--- src/rtl/fsrc_pkg.sv ---
// constants and types for the flash rewrite controller
package fsrc_pkg;
  // device register byte addresses
  localparam logic [31:0] STATUS_ADDR = 32'h4000_0400;
  localparam logic [31:0] KEY_ADDR = 32'h4000_0404;
  localparam logic [31:0] TARGET_ADDR = 32'h4000_0408;
  localparam logic [31:0] PDATA_ADDR = 32'h4000_040C;
  localparam logic [31:0] ERASE_ADDR = 32'h4000_0410;
  localparam logic [31:0] CAPACITY_ADDR = 32'h4000_0420;
  localparam logic [31:0] BOOT_ADDR = 32'h4000_0424;
  // target address register reset value, taken as flash base
  localparam logic [31:0] FLASH_BASE = 32'h1000_0000;
  // unlock keys
  localparam logic [7:0] KEY_FIRST = 8'hFA;
  localparam logic [7:0] KEY_SECOND = 8'hF5;
  // erase kind codes, also used as command codes
  localparam logic [1:0] KIND_DONE = 2'h0;
  localparam logic [1:0] KIND_BAD = 2'h1;
  localparam logic [1:0] KIND_BLOCK = 2'h2;
  localparam logic [1:0] KIND_SECTOR = 2'h3;
  localparam logic [1:0] KIND_PROGRAM = 2'h0;
  // field positions
  localparam int BUSY_BIT = 0;
  localparam int KIND_LSB = 0;
  // erase and program granularity masks
  localparam logic [31:0] SECTOR_MASK = 32'h0000_03FF;
  localparam logic [31:0] BLOCK_MASK = 32'h0000_1FFF;
  localparam logic [31:0] WORD_MASK = 32'h0000_0003;
  localparam logic [31:0] RESET_WORD = 32'h0000_0000;

  typedef enum logic [3:0] {
    ST_SIZE = 4'h0,
    ST_BOOT = 4'h1,
    ST_IDLE = 4'h2,
    ST_KEY1 = 4'h3,
    ST_KEY2 = 4'h4,
    ST_ADDR = 4'h5,
    ST_START = 4'h6,
    ST_POLL = 4'h7,
    ST_CHECK = 4'h8
  } fsrc_state_type;
endpackage

--- src/rtl/fsrc_controller.sv ---
// host-side sequencer for flash erase and word program
// Function
// - never write 00 or 01 as kind
// - no erase register write while busy
// - keys FA then F5 permit one operation
// - sector erase: keys, address, then code 11
// - block erase: keys, address, then code 10
// - no register writes during an operation
// - program: keys, address, then data word
// - program only erased locations
// - never target unimplemented flash
// - no software reset during an operation
// - after interruption, erase and reprogram again
// - reserved bits read zero, written zero
module fsrc_controller (
  input wire logic clock,
  input wire logic reset,
  input wire logic cmd_valid,
  output logic cmd_ready,
  input wire logic [1:0] cmd_kind,
  input wire logic [31:0] cmd_addr,
  input wire logic [31:0] cmd_data,
  output logic done,
  output logic fault,
  output logic busy,
  output logic [31:0] capacity,
  output logic [31:0] boot_base,
  output logic bus_valid,
  output logic bus_write,
  output logic [31:0] bus_addr,
  output logic [31:0] bus_wdata,
  input wire logic [31:0] bus_rdata,
  input wire logic bus_ready
);
  typedef struct packed {
    fsrc_pkg::fsrc_state_type st;
    logic sent;
    logic [1:0] kind;
    logic [31:0] addr;
    logic [31:0] data;
    logic [31:0] capacity;
    logic [31:0] boot_base;
    logic done;
    logic fault;
  } fsrc_ctl_type;

  fsrc_ctl_type s;
  fsrc_ctl_type next_s;
  logic access;
  logic req;
  logic req_write;
  logic [31:0] req_addr;
  logic [31:0] req_wdata;
  logic bdone;
  logic [31:0] brdata;
  logic [31:0] offset;
  logic range_ok;
  logic [31:0] aligned;

  assign offset = cmd_addr - fsrc_pkg::FLASH_BASE;
  assign range_ok = (cmd_addr >= fsrc_pkg::FLASH_BASE)
    && (offset < s.capacity);
  always_comb begin
    case (cmd_kind)
      fsrc_pkg::KIND_SECTOR: aligned = cmd_addr & ~fsrc_pkg::SECTOR_MASK;
      fsrc_pkg::KIND_BLOCK: aligned = cmd_addr & ~fsrc_pkg::BLOCK_MASK;
      default: aligned = cmd_addr & ~fsrc_pkg::WORD_MASK;
    endcase
  end

  always_comb begin
    next_s = s;
    next_s.done = 1'b0;
    next_s.fault = 1'b0;
    access = 1'b1;
    req_write = 1'b0;
    req_addr = fsrc_pkg::STATUS_ADDR;
    req_wdata = fsrc_pkg::RESET_WORD;
    case (s.st)
      fsrc_pkg::ST_SIZE: begin
        req_addr = fsrc_pkg::CAPACITY_ADDR;
        if (bdone) begin
          next_s.capacity = brdata;
          next_s.st = fsrc_pkg::ST_BOOT;
        end
      end
      fsrc_pkg::ST_BOOT: begin
        req_addr = fsrc_pkg::BOOT_ADDR;
        if (bdone) begin
          next_s.boot_base = brdata;
          next_s.st = fsrc_pkg::ST_IDLE;
        end
      end
      fsrc_pkg::ST_IDLE: begin
        access = 1'b0;
        if (cmd_valid) begin
          if (cmd_kind == fsrc_pkg::KIND_BAD || !range_ok) begin
            next_s.fault = 1'b1;
          end else begin
            next_s.kind = cmd_kind;
            next_s.addr = aligned;
            next_s.data = cmd_data;
            next_s.st = fsrc_pkg::ST_KEY1;
          end
        end
      end
      fsrc_pkg::ST_KEY1: begin
        req_write = 1'b1;
        req_addr = fsrc_pkg::KEY_ADDR;
        req_wdata = {24'h00_0000, fsrc_pkg::KEY_FIRST};
        if (bdone) begin
          next_s.st = fsrc_pkg::ST_KEY2;
        end
      end
      fsrc_pkg::ST_KEY2: begin
        req_write = 1'b1;
        req_addr = fsrc_pkg::KEY_ADDR;
        req_wdata = {24'h00_0000, fsrc_pkg::KEY_SECOND};
        if (bdone) begin
          next_s.st = fsrc_pkg::ST_ADDR;
        end
      end
      fsrc_pkg::ST_ADDR: begin
        req_write = 1'b1;
        req_addr = fsrc_pkg::TARGET_ADDR;
        req_wdata = s.addr;
        if (bdone) begin
          next_s.st = fsrc_pkg::ST_START;
        end
      end
      fsrc_pkg::ST_START: begin
        req_write = 1'b1;
        if (s.kind == fsrc_pkg::KIND_PROGRAM) begin
          req_addr = fsrc_pkg::PDATA_ADDR;
          req_wdata = s.data;
        end else begin
          req_addr = fsrc_pkg::ERASE_ADDR;
          req_wdata = {30'h0000_0000, s.kind};
        end
        if (bdone) begin
          next_s.st = fsrc_pkg::ST_POLL;
        end
      end
      fsrc_pkg::ST_POLL: begin
        if (bdone && !brdata[fsrc_pkg::BUSY_BIT]) begin
          if (s.kind == fsrc_pkg::KIND_PROGRAM) begin
            next_s.done = 1'b1;
            next_s.st = fsrc_pkg::ST_IDLE;
          end else begin
            next_s.st = fsrc_pkg::ST_CHECK;
          end
        end
      end
      fsrc_pkg::ST_CHECK: begin
        req_addr = fsrc_pkg::ERASE_ADDR;
        if (bdone) begin
          if (brdata[fsrc_pkg::KIND_LSB +: 2] == fsrc_pkg::KIND_DONE) begin
            next_s.done = 1'b1;
          end else begin
            next_s.fault = 1'b1;
          end
          next_s.st = fsrc_pkg::ST_IDLE;
        end
      end
      default: begin
        access = 1'b0;
        next_s.st = fsrc_pkg::ST_IDLE;
      end
    endcase
    req = access && !s.sent;
    if (bdone) begin
      next_s.sent = 1'b0;
    end else if (req) begin
      next_s.sent = 1'b1;
    end
  end

  always_ff @(posedge clock or posedge reset) begin
    if (reset) begin
      s <= '0;
    end else begin
      s <= next_s;
    end
  end
  fsrc_bus_master u_bus (
    .clock(clock),
    .reset(reset),
    .req(req),
    .req_write(req_write),
    .req_addr(req_addr),
    .req_wdata(req_wdata),
    .done(bdone),
    .rdata(brdata),
    .bus_valid(bus_valid),
    .bus_write(bus_write),
    .bus_addr(bus_addr),
    .bus_wdata(bus_wdata),
    .bus_rdata(bus_rdata),
    .bus_ready(bus_ready)
  );
  assign cmd_ready = (s.st == fsrc_pkg::ST_IDLE);
  assign busy = (s.st != fsrc_pkg::ST_IDLE);
  assign done = s.done;
  assign fault = s.fault;
  assign capacity = s.capacity;
  assign boot_base = s.boot_base;
  property p_no_write_polling;
    @(posedge clock) disable iff (reset)
    (s.st == fsrc_pkg::ST_POLL || s.st == fsrc_pkg::ST_CHECK) && bus_valid
      |-> !bus_write;
  endproperty
  a_no_write_polling: assert property (p_no_write_polling)
    else $error("register write while operation runs");
  property p_erase_code;
    @(posedge clock) disable iff (reset)
    bus_valid && bus_write && bus_addr == fsrc_pkg::ERASE_ADDR
      |-> bus_wdata == 32'h0000_0002 || bus_wdata == 32'h0000_0003;
  endproperty
  a_erase_code: assert property (p_erase_code)
    else $error("forbidden erase kind written");
  property p_key_value;
    @(posedge clock) disable iff (reset)
    bus_valid && bus_write && bus_addr == fsrc_pkg::KEY_ADDR
      |-> bus_wdata == 32'h0000_00FA || bus_wdata == 32'h0000_00F5;
  endproperty
  a_key_value: assert property (p_key_value)
    else $error("bad unlock key value");
  property p_start_after_addr;
    @(posedge clock) disable iff (reset)
    $rose(s.st == fsrc_pkg::ST_START) |-> $past(s.st) == fsrc_pkg::ST_ADDR;
  endproperty
  a_start_after_addr: assert property (p_start_after_addr)
    else $error("start not preceded by address write");
  property p_addr_after_keys;
    @(posedge clock) disable iff (reset)
    $rose(s.st == fsrc_pkg::ST_ADDR) |-> $past(s.st) == fsrc_pkg::ST_KEY2;
  endproperty
  a_addr_after_keys: assert property (p_addr_after_keys)
    else $error("operation without fresh unlock");
  property p_refuse_range;
    @(posedge clock) disable iff (reset)
    s.st == fsrc_pkg::ST_IDLE && cmd_valid && !range_ok
      |=> fault && s.st == fsrc_pkg::ST_IDLE;
  endproperty
  a_refuse_range: assert property (p_refuse_range)
    else $error("out of range command not refused");
  property p_program_data;
    @(posedge clock) disable iff (reset)
    bus_valid && bus_write && bus_addr == fsrc_pkg::PDATA_ADDR
      |-> bus_wdata == s.data && s.kind == fsrc_pkg::KIND_PROGRAM;
  endproperty
  a_program_data: assert property (p_program_data)
    else $error("program data mismatch");
  property p_addr_low_zero;
    @(posedge clock) disable iff (reset)
    bus_valid && bus_write && bus_addr == fsrc_pkg::TARGET_ADDR
      |-> bus_wdata[1:0] == 2'h0;
  endproperty
  a_addr_low_zero: assert property (p_addr_low_zero)
    else $error("reserved address bits written nonzero");
  property p_done_source;
    @(posedge clock) disable iff (reset)
    $rose(done) |-> $past(s.st) == fsrc_pkg::ST_POLL
      || $past(s.st) == fsrc_pkg::ST_CHECK;
  endproperty
  a_done_source: assert property (p_done_source)
    else $error("done without status poll");
endmodule // fsrc_controller

--- src/rtl/fsrc_bus_master.sv ---
// single-access master for the device register bus
module fsrc_bus_master (
  input wire logic clock,
  input wire logic reset,
  input wire logic req,
  input wire logic req_write,
  input wire logic [31:0] req_addr,
  input wire logic [31:0] req_wdata,
  output logic done,
  output logic [31:0] rdata,
  output logic bus_valid,
  output logic bus_write,
  output logic [31:0] bus_addr,
  output logic [31:0] bus_wdata,
  input wire logic [31:0] bus_rdata,
  input wire logic bus_ready
);
  typedef struct packed {
    logic valid;
    logic write;
    logic [31:0] addr;
    logic [31:0] wdata;
    logic [31:0] rdata;
    logic done;
  } fsrc_bus_type;

  fsrc_bus_type s;
  fsrc_bus_type next_s;

  always_comb begin
    next_s = s;
    next_s.done = 1'b0;
    if (s.valid) begin
      if (bus_ready) begin
        next_s.valid = 1'b0;
        next_s.done = 1'b1;
        next_s.rdata = bus_rdata;
      end
    end else if (req) begin
      next_s.valid = 1'b1;
      next_s.write = req_write;
      next_s.addr = req_addr;
      next_s.wdata = req_wdata;
    end
  end

  always_ff @(posedge clock or posedge reset) begin
    if (reset) begin
      s <= '0;
    end else begin
      s <= next_s;
    end
  end

  assign bus_valid = s.valid;
  assign bus_write = s.write;
  assign bus_addr = s.addr;
  assign bus_wdata = s.wdata;
  assign rdata = s.rdata;
  assign done = s.done;

  property p_hold_access;
    @(posedge clock) disable iff (reset)
    bus_valid && !bus_ready |=> bus_valid && $stable(bus_addr)
      && $stable(bus_write) && $stable(bus_wdata);
  endproperty
  a_hold_access: assert property (p_hold_access)
    else $error("access dropped before ready");

  property p_done_after_ready;
    @(posedge clock) disable iff (reset)
    bus_valid && bus_ready |=> done && !bus_valid ##1 !done;
  endproperty
  a_done_after_ready: assert property (p_done_after_ready)
    else $error("done not one cycle after ready");
endmodule // fsrc_bus_master

--- config.mk ---
export PLATFORM = sky130hd
export DESIGN_NAME = fsrc_controller
export DESIGN_NICKNAME = d
export VERILOG_FILES = /design/src/rtl/fsrc_pkg.sv /design/src/rtl/fsrc_controller.sv /design/src/rtl/fsrc_bus_master.sv
export SDC_FILE = /design/constraint.sdc
export NUM_CORES = 1
export LEC_CHECK = 0
export BUFFER_PORTS_ARGS = -buffer_cell sky130_fd_sc_hd__buf_4
export CORE_MARGIN = 10
export CORE_UTILIZATION = 55
export DETAILED_ROUTE_END_ITERATION = 6
export GPL_TIMING_DRIVEN = 1
export PLACE_DENSITY = 0.8
export SYNTH_ARGS = -nofsm -noshare
export SYNTH_HDL_FRONTEND = slang
export SYNTH_HIERARCHICAL = 1
export SYNTH_SLANG_ARGS = --single-unit
--- constraint.sdc ---
create_clock -name clock -period 5.8 [get_ports clock]
set_clock_uncertainty 0.15 [all_clocks]
set_input_delay 1.16 -clock clock [delete_from_list [all_inputs] [get_ports clock]]
set_output_delay 1.16 -clock clock [all_outputs]
set_load 0.02 [all_outputs]
=== After elaboration in Yosys (flattened, before gate mapping) ===
Index checks and enable logic that the tools add are counted.

* Memories kept: 0
* Memory bits (writable): 0
* Latch bits: 0
* Register bits after elaboration: 236
* Bits in read-only memories: 0
* Output and inout port bits: 134
* Input port bits: 102

* Add/subtract/negate cells: 1
* $mul: 0
* Divide/modulo/power cells: 0
* Eq/ne operators: 21
* Reductions and logical operators: 21
* Bitwise operators: 2
* Multiplexer cells: 34
* Shift-type cells: 0
* Magnitude comparators: 2

{| class="wikitable"
|+ Operators by type and width
! cell !! count
|-
| case mux 32 bit (4 select lines) || 1
|-
| two-way mux 66 bit || 1
|-
| two-way mux 4 bit || 10
|-
| case mux 6 bit (6 select lines) || 1
|-
| greater-or-equal comparator 32 x 29 -> 1 bit, second input constant || 1
|-
| < comparator 32 bit || 1
|-
| two-way mux 32 bit || 1
|-
| case mux 4 bit (8 select lines) || 1
|-
| subtractor 32 x 29 -> 32 bit, second input constant || 1
|-
| case mux 13 bit (2 select lines) || 1
|-
| equality test 4 x 3 -> 1 bit, second input constant || 4
|-
| two-way mux 1 bit || 14
|-
| != test 2 x 1 -> 1 bit, second input constant || 6
|-
| AND reduction 9 bit || 1
|-
| equality test 4 x 2 -> 1 bit, second input constant || 2
|-
| AND reduction 2 bit || 4
|-
| OR reduction 8 bit || 1
|-
| != test 2 bit, second input constant || 3
|-
| two-way mux 5 bit || 1
|-
| equality test 2 bit, second input constant || 2
|-
| equality test 4 x 1 -> 1 bit, second input constant || 1
|-
| equality test 4 bit, second input constant || 1
|-
| logical NOT 2 bit || 2
|-
| logical NOT 4 bit || 1
|-
| other kinds (12) || 19
|}

=== Logic depth before layout (Yosys ltp) ===
Gate-level depths: netlist (run 1).

* Depth after elaboration: 8
* Depth in mapped cells: 11
* Depth with buffers taken out: 10

=== Modules after synthesis ===
Netlist (run 1), hierarchy kept.

{| class="wikitable"
|+ Modules (own cells, without submodules)
! module !! cells an instance !! area an instance (sq um) !! times used !! seq. area each (sq um)
|-
| fsrc_controller || 606 || 7094.3 || 1 || 3378.2
|-
| fsrc_bus_master || 211 || 3937.5 || 1 || 2477.4
|}

=== Worst setup path before layout (run 1) ===
Ideal clock, no wire load.

* Path type: input -> register
* Start: in cmd_addr[28]
* End: reg s[111] in the netlist's numbering
* Setup time: 0.125 ns
* Data arrival time: 3.336 ns
* Path buffers: 1
* Path slack: 2.189 ns
* Stages on the path: 11
* Path through: inv_1 -> ha_1 -> inv_1 -> ha_1 -> nand4_1 -> o221ai_1 -> a31oi_1 -> nand3_1 -> nor3_4 -> buf_4 -> mux2_2

* Longest elaborated chain between the ends: 7

{| class="wikitable"
|+ Ends and longest elaborated chain
! item !! RTL line !! text
|-
| from (decl) || fsrc_controller.sv:21 || <nowiki>input wire logic [31:0] cmd_addr,</nowiki>
|-
| subtractor 32 x 29 -> 32 bit || fsrc_controller.sv:60 || <nowiki>assign offset = cmd_addr - fsrc_pkg::FLASH_BASE;</nowiki>
|-
| < comparator 32 bit || fsrc_controller.sv:62 || <nowiki>&& (offset < s.capacity);</nowiki>
|-
| logical AND 1 bit * || fsrc_controller.sv:62 ||
|-
| logical NOT 1 bit * || fsrc_controller.sv:97 || <nowiki>if (cmd_kind == fsrc_pkg::KIND_BAD || !range_ok) begin</nowiki>
|-
| logical OR 1 bit * || fsrc_controller.sv:97 ||
|-
| inverter 1 bit (no line) * || - ||
|-
| AND reduction 3 bit (no line) * || - ||
|-
| to (signal assigned) || fsrc_controller.sv:182 || <nowiki>s <= next_s;</nowiki>
|-
| to (decl) || fsrc_controller.sv:47 || <nowiki>fsrc_ctl_type s;</nowiki>
|}

Mark *: on every way between the ends. The rest lies on a longest branch, timed or not.
A chain may end at the register's enable or synchronous reset.

=== Worst setup path in the final report (run 1) ===
* Start: in cmd_addr[28]
* End: reg s[84] in the netlist's numbering

Same word-level chain as after synthesis.

==> implementation parameters, run 1 <==
Parameter                              Value

Run status
  Status    finished clean

Logic synthesis
  Gate count after technology mapping    ~820
  Cell taking the most area after synthesis    dfrtp_1
  Proportion of synthesized flip-flops having asynchronous set or reset    100%
  Number of unique standard cell types used by synthesis    48
  Synth Flop Type    dfrtp_1
  Share of Yosys cell area claimed by the top area cell type    53.1%
  Cell types occupying the most area after synthesis    dfrtp_1, mux2_2, mux2_4, buf_4, ha_1
  Number of enable-type register cells in the synthesized netlist    0
  Number of flip-flops and latches in the synthesized netlist    234
  Post-synthesis instance area    11000 sq um
  Synth cell count leaders    dfrtp_1, mux2_2, buf_4
  Most numerous cell in the Yosys netlist    dfrtp_1
  Part of the Yosys area used for sequential elements    53.1%
  Average footprint of a synthesized cell    around 14 sq um
  Synthesis Warnings    6

Route
  Ratio of routed vias to standard cells    5.36
  Number of detailed-routing iterations run before antenna repair    4
  Overall via count from detail_route    6939
  DRC violations left    0
  Overall routed net length    26800 microns
  Iteration-0 DRC count of the detailed router    498
  Number of routed nets with antenna violations    0
  Average wire per cell in the routed design    20.7 microns

Pwr
  Worst voltage drop across the vdd grid    0.000375 V
  Leakage component of the power    6.48 nW
  Power per unit of standard cell area    slightly below 600 nW/um^2

Placement
  Detail Placement HPWL    19300 microns
  Port Buffer Count    approximately 240
  Area after DPL    12500 sq um
  Global placer's final weighted congestion    between 0.9 and 1

Setup path
  Arrival @ worst endpoint    about 3.9 ns
  Chain of cells forming the critical path    buf_4 > inv_1 > ha_1 > inv_1 > ha_1 > nand4_1 > o221ai_1 > a31oi_1 > nand3_1 > nor3_4 > buf_4 > mux2_2
  Family with the most delay on the worst path    buffers and inverters
  Path type of the worst setup path    in2reg
  Top fanout value on the critical path    64
  Worst setup EP type    register
  Cell count of the worst reg-to-reg path    6
  Data required, critical path    a little over 6 ns
  Worst path slowest cell    buf_4
  Buffering stage count on the worst path with inverters included    4
  Critical Path Start Type    input port
  Max incr delay on CP    0.68 ns
  Number of cells on the critical path    12

Timing
  Portion of the clock cycle consumed by the worst path in the final layout    62.6%
  Number of slew-limit violations in the final report    0
  Worst Tran Pin Value    1.12 ns
  Clock period minus worst slack    3.63 ns
  Count of final setup violators    0
  Total negative slack    0 ns
  Minimum hold slack    0.338 ns
  Worst relative slew slack    25.4%
  Final Hold Fails    0
  RSZ-0062 raised after global routing    no
  Highest Clock Rate    275 MHz

Final layout
  Nets@finish    1147
  Post-route cell area    13400 sq um
  Diodes inserted    0
  Post-synthesis to final-layout area growth    21.2%
  Layout cells sized above 1    approximately half

CTS
  Hold bufs inserted after CTS    0
  Clock input transition at the sequential cells of the worst setup and hold paths    approximately 0.050 ns
  Clock tree from TritonCTS    done
  Maximum root-to-sink buffer count    3
  H-Tree Depth    1
  Total of cells resized after clock tree synthesis    0
  Clk Latency, worst-skew pair    roughly 0.52 ns
  Buffers inserted by post-CTS timing repair    0
  Inserted Clock Buffers    26
  Clock sink count    about 230
  Buffer type at the clock tree root    clkbuf_16

Die
  Die width    162 microns
  Total I/O pin count    236
  Starting density of the core    56.3%
  Die span in y    162 microns
  Floorplan Core Area    19600 sq um
  Number of placement rows    slightly above 50
  Die footprint    26100 sq um

Worst hold path
  Cell depth of the worst hold path    1
  Hold Crit Class    reg2reg

Flow run
  Max Cap Violations    0

Global route
  Initial antenna violation count    1
  GRT Residual Overflow    0
  Total track usage    20.1%
  Largest net degree at the start of global routing    95
  First-pass GRT wire length    42400 microns
  Vias in the first global route    7415
-- placed cells by master, fill, tap and decap left out, types with 6 or more instances in the layout --
cell type  count
a21oi_1       17
a22o_1        24
buf_4        242
clkbuf_1       8
clkbuf_16     27
conb_1        28
dfrtp_1      234
ha_1          33
inv_1         44
mux2_2       167
mux2_4        50
mux2i_1        6
nand2_1       19
nand2b_1       6
nand3_1        8
nand4_1        9
nor2_1        18
nor2b_1        9
nor3_1        10
nor4_1         7
o21ai_0        7
-- sequential cells by signal, summed over array words and instances (netlist names) --
signal	count
done	1
u_bus/bus_wdata	32
boot_base	32
fault	1
s	69
capacity	32
u_bus/bus_valid	1
u_bus/rdata	32
u_bus/bus_write	1
u_bus/done	1
u_bus/bus_addr	32
-- area by class of cell --
cell class	count	area (sq um)
Clock buffer	40	774
Inverter	46	180
Timing Repair Buffer	242	1820
Fill cell	1428	6220
Tap cell	265	332
Multi-Input combinational cell	462	4350
Sequential cell	234	5860
Clock inverter	6	61.3
-- final timing paths --
path / startpoint / to / slack [ns]
setup / recovery: cmd_addr[28] / s[84] / 2.17
hold / removal: s[86] / s[86] / 0.34
setup reg to reg: s[134] / s[84] / 2.73
hold reg to reg: s[86] / s[86] / 0.34
max in group asynchronous: reset / u_bus/rdata[14] / 3.71
min in group asynchronous: reset / boot_base[4] / 0.64
-- through the flow --
step	std cells	util (%)	power, mW	worst slack (ns)
2_1_floorplan	843	-	5.28	0.879
3_3_place_gp	1249	64.0	6.04	1.72
3_5_place_dp	1249	64.0	6.16	1.65
4_1_cts	1295	68.3	7.79	2.18
5_1_grt	1295	68.3	8.17	2.01
6_report	1295	68.3	7.72	2.17
-- logic make-up after synthesis --
kind of cell	after synthesis	share of synthesized area [%]
buf+inv	147	8.55
flops	234	53.1
mux	226	24.7
fa+ha+maj	33	3.74
xor+xnor	3	0.238
other cells	2	0.0681
compound gates	73	4.89
simple gates	99	4.73
-- worst register-to-register path: stages, from the launching register on --
cell      delay [ns]
dfrtp_1         0.70
nand2b_1        0.15
nor3_1          0.42
nand2_1         0.25
nor3_4          0.15
buf_4           0.68
mux2_2          0.45
-- metal layers --
metal  global-route usage, %  share of wire [%]  routed length, microns  up-vias
li1                        -                  -                       -     3184
met1                    26.0                 43                   11400     3482
met2                    32.3                 47                   12600      213
met3                    5.47                7.1                    1910       58
met4                    6.04                3.2                     856        2
met5                       0              0.049                      13        -
-- where the power goes --
part           switching [mW]  internal (mW)
Clock                   0.640          0.959
Combinational            1.51           1.62
Sequential              0.582           2.40
Note: power is estimated with default switching activity, not from simulation.
==> inputs of run 2 (changes only) <==
Settings changed: CORE_UTILIZATION 55 to 50, PLACE_DENSITY 0.8 to 0.77.
Clock period 5.8 ns to 3.3 ns, I/O delays scaled along.
==> run 2 against run 1 <==
Against the previous run: total power grew 79%; via count fell by 2.0%; clock power rose by 88%; final cell count grew 1.4%; combinational power rose by 78%; critical path depth fell by 8; register-to-register slack worse by 2.2 ns; routed wire length down 0.35%; sequential power rose by 75%; setup slack worse by 1.7 ns; sequential share of layout area shrank 0.56 points; flip-flop and latch count stayed put; largest cell class unchanged.
==> implementation parameters, run 2 (synthesized netlist as in run 1, its figures left out) <==
Parameter                              Value

Global route
  First-pass GRT wire length    42100 microns
  Vias in the first global route    7300
  Initial antenna violation count    0
  Largest net degree at the start of global routing    136
  Total track usage    18.2%
  GRT Residual Overflow    0

Route
  Overall routed net length    between 20000 and 30000 microns
  Ratio of routed vias to standard cells    between 5 and 6
  Number of detailed-routing iterations run before antenna repair    4
  DRC violations left    0
  Iteration-0 DRC count of the detailed router    393
  Number of routed nets with antenna violations    0
  Overall via count from detail_route    6798
  Average wire per cell in the routed design    20.3 microns

Pwr
  Worst voltage drop across the vdd grid    0.000527 V
  Relative contribution of the clock network to total power    21.8%
  Leakage component of the power    6.54 nW
  Power per unit of standard cell area    1020 nW/um^2
  Net switching component of the power    4.82 mW
  Switching Fraction    34.9%
  Combinational share of power    40.4%
  Internal power summed over all cells    8.98 mW
  Sequential cell fraction of total power    around 38%

Final layout
  Post-synthesis to final-layout area growth    22.8%
  Number of cells in the finished layout apart from fillers    1313
  Diodes inserted    0
  Number of flip-flops under the largest register name    69
  Layout cells sized above 1    50.0%
  Nets@finish    around 1.2k
  Register with the most flip-flops    s
  Final core utilization    62.3%
  Commonest non-fill, non-tap cell in the layout    buf_4
  Most frequent cells in the layout    buf_4, dfrtp_1, mux2_2
  Final-layout fill cell count    ~1.7k

Setup path
  Number of cells on the critical path    4
  Buffering stage count on the worst path with inverters included    2
  Worst setup EP type    primary output
  Cell count of the worst reg-to-reg path    6
  Data required, critical path    approximately 2.5 ns
  Setup crit end    busy
  Critical Path Start Type    register
  Path type of the worst setup path    reg2out
  Register-to-Register Setup Slack    0.58 ns
  Crit path from    s[134]
  Family with the most delay on the worst path    flip-flops
  Max incr delay on CP    0.70 ns
  Worst path slowest cell    dfrtp_1
  Startpoint of the most critical register-to-register path    s[135]
  Top fanout value on the critical path    19
  Arrival @ worst endpoint    2.01 ns
  Chain of cells forming the critical path    nand2b_1 > nor3_1 > inv_1 > buf_4
  RR Endpoint    u_bus/bus_wdata[31]

Die
  Die footprint    28400 sq um
  Starting density of the core    50.7%
  Die width    169 microns
  Floorplan Core Area    approximately 22000 sq um
  Number of placement rows    54
  Die span in y    approximately 170 microns
  Total I/O pin count    236

Worst hold path
  Hold Crit Class    in2async

Timing
  Worst Tran Pin Value    0.989 ns
  Minimum hold slack    0.167 ns
  Portion of the clock cycle consumed by the worst path in the final layout    85.4%
  Final Hold Fails    0
  Highest Clock Rate    355 MHz
  Count of final setup violators    0
  Total negative slack    0 ns
  Number of slew-limit violations in the final report    0
  Clock period minus worst slack    ~2.8 ns
  Worst relative slew slack    33.2%
  RSZ-0062 raised after global routing    no

CTS
  Clock input transition at the sequential cells of the worst setup and hold paths    roughly 0.060 ns
  Buffers inserted by post-CTS timing repair    0
  Inserted Clock Buffers    25
  H-Tree Depth    1
  Clock tree from TritonCTS    done
  Clk Latency, worst-skew pair    0.52 ns
  Buffer type at the clock tree root    clkbuf_16
  Hold bufs inserted after CTS    0
  Total of cells resized after clock tree synthesis    0
  Clock sink count    234
  Maximum root-to-sink buffer count    3

Placement
  Placed cells    around 1.3k
  Port Buffer Count    between 200 and 250
  Detail Placement HPWL    19500 microns
  Global placer's final weighted congestion    approximately 0.8

Flow run
  Max Cap Violations    0

Run status
  Status    finished clean
## run 2: cell count changes in the layout (fill, tap and decap cells not counted)
cell and change:
buf_12 +5, clkinv_2 +3, clkinvlp_4 +2, clkbuf_16 -2
bufinv_16 +4, clkbuf_8 -1, inv_4 -1, clkinv_4 +1
buf_4 -1, clkbuf_1 -7
## run 2: power by group through the flow
stage                     combinational (mW)  clock (mW)  sequential [mW]
after floorplan                         3.98           0             5.30
after global placement                  5.50           0             5.18
after detailed placement                5.63           0             5.25
after CTS                               5.66        3.07             5.22
after global routing                    6.03        3.20             5.41
final                                   5.58        3.01             5.22
## run 2: metal layers
layer | vias up | wire [microns] | global-route usage [%]
met5 | - | 0 | 0
li1 | 3192 | - | -
met2 | 210 | 12600 | 29.1
met1 | 3350 | 11700 | 23.9
met4 | 0 | 797 | 5.90
met3 | 46 | 1610 | 4.61
## run 2: worst min-delay path by stage
stage               cells after the start  slack [ns]    startpoint            endpoint
floorplan                               1        0.31        s[125]              s[125]
global placement                        1        0.32         s[85]               s[85]
detailed placement                      1        0.33        s[125]              s[125]
CTS                                     2        0.19  cmd_data[20]               s[86]
global route                            2        0.20  cmd_data[19]               s[85]
finish                                  3        0.17         reset  u_bus/bus_addr[16]
## run 2: tightest hold or removal path: cells and delay by family
kind	cells	cell delay (ns)
buffers and inverters	3	0.63
## run 2: metrics by stage
| step | area (sq um) | setup slack [ns] | total power, mW |
|---|---|---|---|
| after CTS | 13500 | 0.463 | 14.0 |
| after global placement | 12600 | 0.0698 | 10.7 |
| final | 13500 | 0.482 | 13.8 |
| after global routing | 13500 | 0.302 | 14.6 |
| after floorplan | 11100 | 0.189 | 9.28 |
| after detailed placement | 12600 | -0.0146 | 10.9 |
## run 2: final cells by class
| cell class | instances | area [sq um] | share of cell area, % |
|---|---|---|---|
| tap | 280 | 350 | 2.59 |
| multi-input combinational | 462 | 4350 | 32.1 |
| timing repair buffer | 246 | 1910 | 14.1 |
| sequential | 234 | 5860 | 43.2 |
| clock inverter | 15 | 214 | 1.58 |
| inverter | 46 | 180 | 1.33 |
| clock buffer | 30 | 684 | 5.05 |
